===== src/rtl/lsc_map.vh =====
// Register map, field positions and reset values of the strobe current block
`ifndef LSC_MAP_VH
`define LSC_MAP_VH
`define LSC_ADDR_W       4
`define LSC_OFF_CODE0    4'h0
`define LSC_OFF_CODE1    4'h1
`define LSC_OFF_CODE2    4'h2
`define LSC_OFF_DEAD     4'h3
`define LSC_OFF_SWCTL    4'h4
`define LSC_OFF_LIMIT    4'h5
`define LSC_OFF_STATUS   4'h6
`define LSC_CODE_W       10
`define LSC_CODE_RST     10'h029
`define LSC_DEAD_W       8
`define LSC_DEAD_RST     8'h04
`define LSC_SWCTL_RST    9'h111
`define LSC_LIM_LVL_LSB  0
`define LSC_LIM_EN_LSB   4
`define LSC_LIM_RST      7'h10
`define LSC_SEL_RED      2'h0
`define LSC_SEL_GREEN    2'h1
`define LSC_SEL_BLUE     2'h2
`define LSC_SEL_OFF      2'h3
`endif


===== src/rtl/lsc_strobe_ctrl.v =====
// Colour strobe decoder with break-before-make and per-colour current codes
`include "lsc_map.vh"

// Block overview
// Colour select pins and rail flags arrive from outside the clock domain
// and pass two flip-flops before the sequencer reads them.
// Software sets three current codes, a dead time, a switch pattern per
// colour and a transient limit over a small register port.
// Apart from rail loss, the sequencer clears switches only on the first step of a change,
// so a make can never land in the same cycle as a break.
// Switches that both patterns share are kept closed through the gap,
// which avoids a needless current dip on a shared cathode.
// The current code output follows the index latched at the break, so the
// regulator already aims at the new colour when the new switch closes.
// Limit flag marks a closure of a switch whose enable bit is set; the
// analog limiter itself lives outside this block.
// Limitation: a selection change during the dead time waits for it to end.

// How it works
// - Two-bit colour select picks switch pattern and that colour's current code.
// - Decoder and driver stay disabled until all three supply rails are up.
// - On a selection change, open leaving switches before closing new ones.
// - Dead time between break and make comes from the dead time register.
// - Switches closed now and kept closed stay closed during the dead time.
// - Three independent 10-bit current codes, one per colour select code.
// - Code maps linearly to current; full scale is maximum trimmed current.
// - Regulation target follows the code of the newly selected colour.
// - Transition current is capped by the 4-bit transient limit level.
// - Limiting applies only to switches whose enable bit is set.
module lsc_strobe_ctrl #(
    parameter CODE_W = `LSC_CODE_W,
    parameter DEAD_W = `LSC_DEAD_W
) (
    input  wire              sys_clk,
    input  wire              reset,
    input  wire [1:0]        colourSel,
    input  wire [2:0]        railsUp,
    input  wire [3:0]        avs_address,
    input  wire              avs_read,
    input  wire              avs_write,
    input  wire [31:0]       avs_writedata,
    output reg  [31:0]       avs_readdata,
    output wire              avs_waitrequest,
    output wire [2:0]        switchOn,
    output wire [CODE_W-1:0] currentCode,
    output wire              limitActive,
    output wire [3:0]        limitLevel,
    output wire              driverEnable
);

    localparam ST_OFF   = 3'b001;
    localparam ST_STEADY= 3'b010;
    localparam ST_DEAD  = 3'b100;

    // Both pin groups are plain levels from another domain.
    // Each bit is synchronised on its own; a two-bit select may show a
    // wrong code for one cycle, which the sequencer in the steady state latches as its goal.
    // Reset holds the select at all-off so no false change follows reset.

    // Pin synchronisers: first stage only feeds the second
    reg [1:0] selMeta_ff;
    reg [1:0] selSync_ff;
    reg [2:0] railMeta_ff;
    reg [2:0] railSync_ff;
    always @(posedge sys_clk)
    begin
        if (reset)
        begin
            selMeta_ff  <= `LSC_SEL_OFF;
            selSync_ff  <= `LSC_SEL_OFF;
            railMeta_ff <= 3'h0;
            railSync_ff <= 3'h0;
        end
        else
        begin
            selMeta_ff  <= colourSel;
            selSync_ff  <= selMeta_ff;
            railMeta_ff <= railsUp;
            railSync_ff <= railMeta_ff;
        end
    end

    // Register file held in flip-flops, one word per index.
    // Codes sit in the low bits and read back with upper bits zero.
    // Unmapped indexes read zero and ignore writes.
    // The status word is read only.

    // Software registers
    reg [CODE_W-1:0] code0_ff;
    reg [CODE_W-1:0] code1_ff;
    reg [CODE_W-1:0] code2_ff;
    reg [DEAD_W-1:0] dead_ff;
    reg [8:0]        swCtl_ff;
    reg [6:0]        limit_ff;
    reg              ack_ff;
    wire             access = (avs_read | avs_write) & ~ack_ff;

    // Waitrequest is high in the first cycle of every access and low in
    // the second, when the acknowledge flop is set.
    // The master must hold its request until it sees it low.
    // Back to back requests pay the wait cycle again.

    // One wait cycle per access keeps read data registered
    assign avs_waitrequest = (avs_read | avs_write) & ~ack_ff;

    always @(posedge sys_clk)
    begin
        if (reset)
            ack_ff <= 1'b0;
        else
            ack_ff <= access;
    end

    // Register writes take effect on the acknowledging edge
    always @(posedge sys_clk)
    begin
        if (reset)
        begin
            code0_ff <= `LSC_CODE_RST;
            code1_ff <= `LSC_CODE_RST;
            code2_ff <= `LSC_CODE_RST;
            dead_ff  <= `LSC_DEAD_RST;
            swCtl_ff <= `LSC_SWCTL_RST;
            limit_ff <= `LSC_LIM_RST;
        end
        else if (avs_write & ack_ff)
        begin
            case (avs_address)
                `LSC_OFF_CODE0: code0_ff <= avs_writedata[CODE_W-1:0];
                `LSC_OFF_CODE1: code1_ff <= avs_writedata[CODE_W-1:0];
                `LSC_OFF_CODE2: code2_ff <= avs_writedata[CODE_W-1:0];
                `LSC_OFF_DEAD:  dead_ff  <= avs_writedata[DEAD_W-1:0];
                `LSC_OFF_SWCTL: swCtl_ff <= avs_writedata[8:0];
                `LSC_OFF_LIMIT: limit_ff <= avs_writedata[6:0];
                default:        code0_ff <= code0_ff;
            endcase
        end
    end

    // Decode selection into target pattern, kept off while rails are down
    reg  [2:0]       target;
    reg  [1:0]       tgtIdx;
    wire             railsOk = &railSync_ff;
    always @*
    begin
        target = 3'h0;
        tgtIdx = 2'h0;
        case (selSync_ff)
            `LSC_SEL_RED:
            begin
                target = swCtl_ff[2:0];
                tgtIdx = 2'h0;
            end
            `LSC_SEL_GREEN:
            begin
                target = swCtl_ff[5:3];
                tgtIdx = 2'h1;
            end
            `LSC_SEL_BLUE:
            begin
                target = swCtl_ff[8:6];
                tgtIdx = 2'h2;
            end
            default:
            begin
                target = 3'h0;
                tgtIdx = 2'h0;
            end
        endcase
        if (!railsOk)
            target = 3'h0;
    end

    // Sequencer timing for a change seen in the steady state:
    // first edge cuts the switches to those both patterns share and
    // latches the goal, the index and the dead time count;
    // the count then runs down to zero, one sys_clk cycle per step;
    // the edge after zero closes the goal pattern.
    // A dead time of D therefore gives D plus one cycles of gap.
    // Rails going down at any point force every switch open at once,
    // since no sequencing matters once the supply is gone.

    // Break-before-make sequencer
    reg [2:0]        state_ff;
    reg [2:0]        sw_ff;
    reg [2:0]        goal_ff;
    reg [1:0]        idx_ff;
    reg [DEAD_W-1:0] cnt_ff;
    reg              lim_ff;
    always @(posedge sys_clk)
    begin
        if (reset)
        begin
            state_ff <= ST_OFF;
            sw_ff    <= 3'h0;
            goal_ff  <= 3'h0;
            idx_ff   <= 2'h0;
            cnt_ff   <= {DEAD_W{1'b0}};
            lim_ff   <= 1'b0;
        end
        else
        begin
            case (state_ff)
                ST_OFF:
                begin
                    sw_ff  <= 3'h0;
                    lim_ff <= 1'b0;
                    if (railsOk)
                        state_ff <= ST_STEADY;
                end
                ST_STEADY:
                begin
                    if (!railsOk)
                    begin
                        sw_ff    <= 3'h0;
                        state_ff <= ST_OFF;
                    end
                    else if (target != sw_ff)
                    begin
                        sw_ff    <= sw_ff & target;
                        goal_ff  <= target;
                        idx_ff   <= tgtIdx;
                        cnt_ff   <= dead_ff;
                        state_ff <= ST_DEAD;
                    end
                    else
                        lim_ff <= 1'b0;
                end
                ST_DEAD:
                begin
                    if (!railsOk)
                    begin
                        sw_ff    <= 3'h0;
                        state_ff <= ST_OFF;
                    end
                    else if (cnt_ff == {DEAD_W{1'b0}})
                    begin
                        sw_ff    <= goal_ff;
                        lim_ff   <= |(goal_ff & ~sw_ff &
                                      limit_ff[`LSC_LIM_EN_LSB+:3]);
                        state_ff <= ST_STEADY;
                    end
                    else
                        cnt_ff <= cnt_ff - {{(DEAD_W-1){1'b0}}, 1'b1};
                end
                default: state_ff <= ST_OFF;
            endcase
        end
    end

    // Current code follows the latched index one cycle later.
    // Registered so the regulator input never glitches while the
    // index and the code registers change in the same cycle.
    // Each code passes to the output unchanged; no mapping is applied here.

    // Current code of the selected switch
    reg [CODE_W-1:0] codeOut_ff;
    always @(posedge sys_clk)
    begin
        if (reset)
            codeOut_ff <= {CODE_W{1'b0}};
        else
            case (idx_ff)
                2'h0:    codeOut_ff <= code0_ff;
                2'h1:    codeOut_ff <= code1_ff;
                default: codeOut_ff <= code2_ff;
            endcase
    end

    // Outputs straight from flops, except the enable decoded from state.
    // The enable is low only in the off state, where all switches
    // are held open as well.
    assign switchOn     = sw_ff;
    assign currentCode  = codeOut_ff;
    assign limitActive  = lim_ff;
    assign limitLevel   = limit_ff[`LSC_LIM_LVL_LSB+:4];
    assign driverEnable = (state_ff != ST_OFF);

    // Read data is loaded in the wait cycle and stands from the
    // acknowledging edge until the next read.
    // Status layout: switches in the low three bits, driver enable
    // at bit five, selected index above it, limit flag at bit eight.

    // Registered read data
    always @(posedge sys_clk)
    begin
        if (reset)
            avs_readdata <= 32'h00000000;
        else if (access & avs_read)
            case (avs_address)
                `LSC_OFF_CODE0:  avs_readdata <= {22'h0, code0_ff};
                `LSC_OFF_CODE1:  avs_readdata <= {22'h0, code1_ff};
                `LSC_OFF_CODE2:  avs_readdata <= {22'h0, code2_ff};
                `LSC_OFF_DEAD:   avs_readdata <= {24'h0, dead_ff};
                `LSC_OFF_SWCTL:  avs_readdata <= {23'h0, swCtl_ff};
                `LSC_OFF_LIMIT:  avs_readdata <= {25'h0, limit_ff};
                `LSC_OFF_STATUS: avs_readdata <= {23'h0, lim_ff, idx_ff,
                                                  driverEnable, 2'h0, sw_ff};
                default:         avs_readdata <= 32'h00000000;
            endcase
    end

endmodule // lsc_strobe_ctrl


===== config.mk =====
export PLATFORM = sky130hd
export DESIGN_NAME = lsc_strobe_ctrl
export DESIGN_NICKNAME = d
export VERILOG_FILES = /design/src/rtl/lsc_strobe_ctrl.v
export VERILOG_INCLUDE_DIRS = /design/src /design/src/rtl
export SDC_FILE = /design/constraint.sdc
export NUM_CORES = 1
export LEC_CHECK = 0
export BUFFER_PORTS_ARGS = -buffer_cell sky130_fd_sc_hd__buf_4
export CAP_MARGIN = 20
export CORE_MARGIN = 10
export CORE_UTILIZATION = 50
export CTS_CLUSTER_SIZE = 24
export DETAILED_ROUTE_END_ITERATION = 8
export GPL_ROUTABILITY_DRIVEN = 1
export GPL_TIMING_DRIVEN = 0
export HOLD_SLACK_MARGIN = 0.1
export PLACE_DENSITY = 0.73
export RECOVER_POWER = 100
export SLEW_MARGIN = 20
export SYNTH_ARGS = -nofsm -noshare
export SYNTH_HDL_FRONTEND = slang
export SYNTH_SLANG_ARGS = --single-unit
export TNS_END_PERCENT = 30

===== constraint.sdc =====
create_clock -name sys_clk -period 3 [get_ports sys_clk]
set_input_delay 0.3 -clock sys_clk [delete_from_list [all_inputs] [get_ports sys_clk]]
set_output_delay 0.3 -clock sys_clk [all_outputs]
set_load 0.02 [all_outputs]

---- Word-level counts from Yosys, hierarchy flattened ----
Cells that the tools add are included.
storage, ports and cells
  word-level logic and storage cells ...... 97
  register bits ........................... 127
cells by class
  reductions and logical operators ........ 19
  $add $sub $neg .......................... 1
  bitwise logic cells ..................... 9
  equality and inequality tests ........... 23
  mux-type cells .......................... 26
operator list
  operator                                                            number
  10-bit one-hot mux with 7 select lines                              1
  8-bit 2-to-1 mux                                                    4
  3-bit 2-to-1 mux                                                    10
  3-bit one-hot mux with 3 select lines                               3
  10-bit one-hot mux with 2 select lines                              1
  8-bit one-hot mux with 2 select lines                               1
  5-bit AND reduction                                                 3
  2-bit inequality test, second input constant                        7
  4-bit by 3-bit == test with 1-bit output, second input constant     3
  2-bit AND reduction                                                 6
  3-bit AND                                                           3
  3-bit AND reduction                                                 3
  4-bit by 2-bit == test with 1-bit output, second input constant     2
  8-bit logical NOT                                                   1
  8-bit by 1-bit subtractor with 8-bit output, second input constant  1
  3-bit inequality test, second input constant                        2
  2-bit by 1-bit == test with 1-bit output, second input constant     2
  4-bit by 1-bit == test with 1-bit output, second input constant     1
  2-bit logical NOT                                                   2
  4-bit logical NOT                                                   1
  1-bit 2-to-1 mux                                                    4
  2-bit one-hot mux with 2 select lines                               1
  1-bit AND                                                           3
  3-bit by 1-bit == test with 1-bit output, second input constant     1
  12 further kinds                                                    12

---- Depth between registers and ports, before layout ----
  depth after elaboration ................. 7
  mapped depth ............................ 10
  mapped depth without buffers ............ 8

---- Worst setup path after synthesis ----
OpenSTA, ideal clock, no wires.
  path type ............................... register to register
  start ................................... reg selSync_ff[1]
  end ..................................... reg cnt_ff[4]
  data arrival time ....................... 2.253 ns
  cell stages (with the launch flop) ...... 11
  clock period less this slack ............ 2.346 ns
  path slack .............................. 0.654 ns
  library setup time ...................... 0.092 ns
  cells stage by stage .................... dfxtp_1 clkbuf_1 mux2i_1 o2bb2ai_1 and2_1 ha_1 or3_1 nand3_1 clkbuf_1 a21oi_1 o32ai_1
between the ends
  word-level cells in the longest chain between the ends .. 6
RTL lines
  element                                      line                   text
  start: declaration                           lsc_strobe_ctrl.v:62   reg [1:0] selSync_ff;
  start signal: assignment                     lsc_strobe_ctrl.v:70   selSync_ff <= `LSC_SEL_OFF;
  start signal: assignment                     lsc_strobe_ctrl.v:77   selSync_ff <= selMeta_ff;
  2-bit == test, or another cell as far along  lsc_strobe_ctrl.v:148  case (selSync_ff)
  3-bit one-hot mux with 3 select lines *      lsc_strobe_ctrl.v:148
  3-bit 2-to-1 mux *                           lsc_strobe_ctrl.v:170  if (!railsOk)
  via target[0]                                lsc_strobe_ctrl.v:141  reg [2:0] target;
  3-bit inequality test *                      lsc_strobe_ctrl.v:218  else if (target != sw_ff)
  2-bit inequality test (no line) *            -
  5-bit AND reduction (no line) *              -
  end signal: assignment                       lsc_strobe_ctrl.v:198  cnt_ff <= {DEAD_W{1'b0}};
  end signal: assignment                       lsc_strobe_ctrl.v:244  cnt_ff <= cnt_ff - {{(DEAD_W-1){1'b0}}, 1'b1};
  end: declaration                             lsc_strobe_ctrl.v:188  reg [DEAD_W-1:0] cnt_ff;
The timed path passes the listed nets; every way through them passes the cells marked *.
A chain may end at the register's enable or synchronous reset.

---- Worst setup path after layout ----
  start ................................... reg selSync_ff[1]
  end ..................................... reg cnt_ff[3]
The elaborated chain is that of the path after synthesis.

==> results_dict.tcl <==
set metrics [dict create \
    synth_edf_count 0 \
    syn_to_final_growth_pct 14.35 \
    vias 4690 \
    crit_fanout 10 \
    antenna_found_initial 0 \
    filler_cell_count 916 \
    rows 36 \
    grt_overflow 0 \
    synth.most_common_cell "dfxtp_1" \
    top_layer_used "met4" \
    setup_tns_ps 0 \
    period_needed_ps 2701 \
    cap_violations 0 \
    outcome "finished, final reports clean" \
    p_switching_uw 679.1 \
    power.internal_mw 1.884 \
    synth.top_cell.area_share_pct 41.01 \
    routed_wl_um 16120 \
    drt-met1-wl_um 7308 \
    grt_pass1_vias 4413 \
    netlist_top_cells_count "dfxtp_1 (105), nand2_1 (56), nor2_1 (55), a21oi_1 (53), mux2i_1 (48)" \
    worstHoldStart "railsUp[0]" \
    cts_buffers 9 \
    rsz0062_at_grt "no" \
    utilization_pct 59.42 \
    critPathKind "flop to flop" \
    power_density_nw_per_um2 437.3 \
    drc_errors 0 \
    drt_iter0_markers 455 \
    grt_max_degree 18 \
    max_freq_mhz 370.2 \
    hold_path_depth 2 \
    synthCells 594 \
    pwr-share-clk_pct 35.1 \
    critPathCaptureType "flop" \
    final_cell_area_um2 5862 \
    rr_worst_depth 10 \
    cp.required_ps 3280 \
    post-cts-setup-buffer-count 0 \
    timing.rr.start "selSync_ff[1]" \
    critPathSlowestCell "or3_1" \
    crit_chain "clkbuf_1 -> nor2b_1 -> o2bb2ai_1 -> and2_0 -> ha_1 -> or3_1 -> nand3_1 -> clkbuf_2 -> a21oi_1 -> o32ai_1" \
    synth_area_leaders "dfxtp_1 (41%), mux2i_1 (9.4%), a21oi_1 (5.2%), nand2_1 (4.1%), nand3_1 (4.1%)" \
    critical_path.startpoint "selSync_ff[1]" \
    io_pins 97 \
    yosysUniqueCellTypes 60 \
    start_kind "flop" \
    clock-sinks 105 \
    route.met3.wl_um 1586 \
    syn_avg_cell_area_um2 8.630 \
    fp.dieArea_um2 14700 \
    core_area_um2 9864 \
    synth_area_um2 5126 \
    seq_area_frac_synth_pct 41.01 \
    total_power_mw 2.563 \
    pwr-share-seq_pct 55.3 \
    start_util_pct 51.97 \
    async_flop_share_pct 0 \
    ant_nets 0 \
    synth_seq_cells 105 \
    die_w_um 121.3 \
    die_h_um 121.3 \
    cts_root_buf "clkbuf_8" \
    wl_met2_um 6872 \
    final_layout_size_suffix_gt1_share_pct 13.89 \
    grtUsageTotal_pct 21.50 \
    post_dp_cell_area_um2 5754 \
    dp_hpwl_um 12270 \
    clk_latency_ps 380 \
    path_clk_slew_ps 100 \
    synth_area_leader_cell "dfxtp_1" \
    fin_skew_ps 7.814 \
    layout.cells.non_filler 817 \
    first_pass_iters 5 \
    hold_viol_final 0 \
    min_period_over_period_pct 90.04 \
    p_leak_nw 2.314 \
    hold_class "input port to flop" \
    vias_per_cell 5.741 \
    nNetsFinal 729 \
    yosysWarnings 0 \
    irDropWorstVdd_v 0.0002717 \
    worst_slew_margin_rel_pct 45.45 \
    routedWlPerCell_um 19.73 \
    pwr-share-comb_pct 9.6 \
    synth_ff_type "dfxtp_1" \
    cts_max_path_buffers 2 \
    dp_cells 799 \
    worstMarginPinSlew_ps 818.2 \
    antenna_cells 0 \
    io_buffers 51 \
    critPathMaxStageDelay_ps 450 \
    drv_slew 0 \
    cts_tree "yes" \
    cp_data_arrival_time_ps 2980 \
    setup_viol 0 \
    globalplace.congestion 0.9824 \
    htree_levels 3 \
    grt_pass1_wl_um 24630 \
    p_sw_share_pct 26.49 \
]
-- area by class of cell --
| cell class | instances | area, um2 | share of cell area, % |
|---|---|---|---|
| multi-input combinational | 433 | 2699 | 46.04 |
| sequential | 105 | 2102 | 35.86 |
| buffer | 69 | 370.4 | 6.318 |
| timing repair buffer | 53 | 297.8 | 5.080 |
| tap | 133 | 166.4 | 2.839 |
| clock buffer | 10 | 127.6 | 2.177 |
| clock inverter | 6 | 68.82 | 1.174 |
| inverter | 8 | 30.03 | 0.5123 |
-- placed cells by master, fill, tap and decap left out, types with 22 or more instances in the layout --
master,netlist,final
nand3_1,42,42
conb_1,1,22
nand2_1,56,56
mux2i_1,48,48
dfxtp_1,105,105
buf_4,26,43
clkbuf_1,26,61
a21oi_1,53,53
nor2_1,55,55
-- flip-flops by register name (all words and copies together) (netlist names), 8 cells and up --
signal and flops:
avs_readdata 10, code0_ff 10, code1_ff 10, code2_ff 10
currentCode 10, swCtl_ff 9, cnt_ff 8, dead_ff 8
-- kinds of logic after synthesis --
group / count (synthesis) / synth area share [%]
DFF: 105 / 41.01
AOI/OAI and AO/OA: 118 / 15.30
and+or+nand+nor: 233 / 23.21
buffers and inverters: 77 / 7.884
xor gates and xnor gates: 1 / 0.1709
muxes: 54 / 11.13
adders and majority gates: 5 / 1.220
other: 1 / 0.07315
-- per-layer routing --
layer	up-vias	track usage [%]
met5	-	0
li1	2232	-
met2	231	31.80
met1	2203	29.87
met4	0	7.601
met3	24	4.933
-- power by group through the flow --
stage / clock (mW) / sequential [mW] / combinational (mW)
after floorplan: 0 / 1.45 / 0.147
after global placement: 0 / 1.45 / 0.242
after detailed placement: 0 / 1.45 / 0.243
after CTS: 0.907 / 1.42 / 0.246
after global routing: 0.956 / 1.42 / 0.262
final: 0.899 / 1.42 / 0.246
-- critical path, delay by kind of cell (launching register included) --
kind | cells | cell delay [ps]
compound gates | 3 | 440
fa+ha+maj | 1 | 280
buf+inv | 2 | 590
flops | 1 | 330
simple gates | 4 | 970
-- path summary, 6_finish.rpt --
check / end / slack, ps
setup / recovery: cnt_ff[3] / 300
hold / removal: railMeta_ff[0] / 130
setup reg to reg: cnt_ff[3] / 300
hold reg to reg: selSync_ff[1] / 420
-- metrics by stage --
step	hold WS, ps	setup WS [ps]
finish	134.7	298.8
CTS	120.8	168.7
global placement	401.3	200.3
global route	141.1	99.71
floorplan	389.5	654.3
detailed placement	399.0	203.2
-- timing repair --
item / in CTS / in global routing
endpoints found under the setup margin: 0 / 10
hold buffers: 2 / 0
resized for setup: 0 / 2
endpoints found under the hold margin: 2 / 0
(Power assumes the default switching activity.)
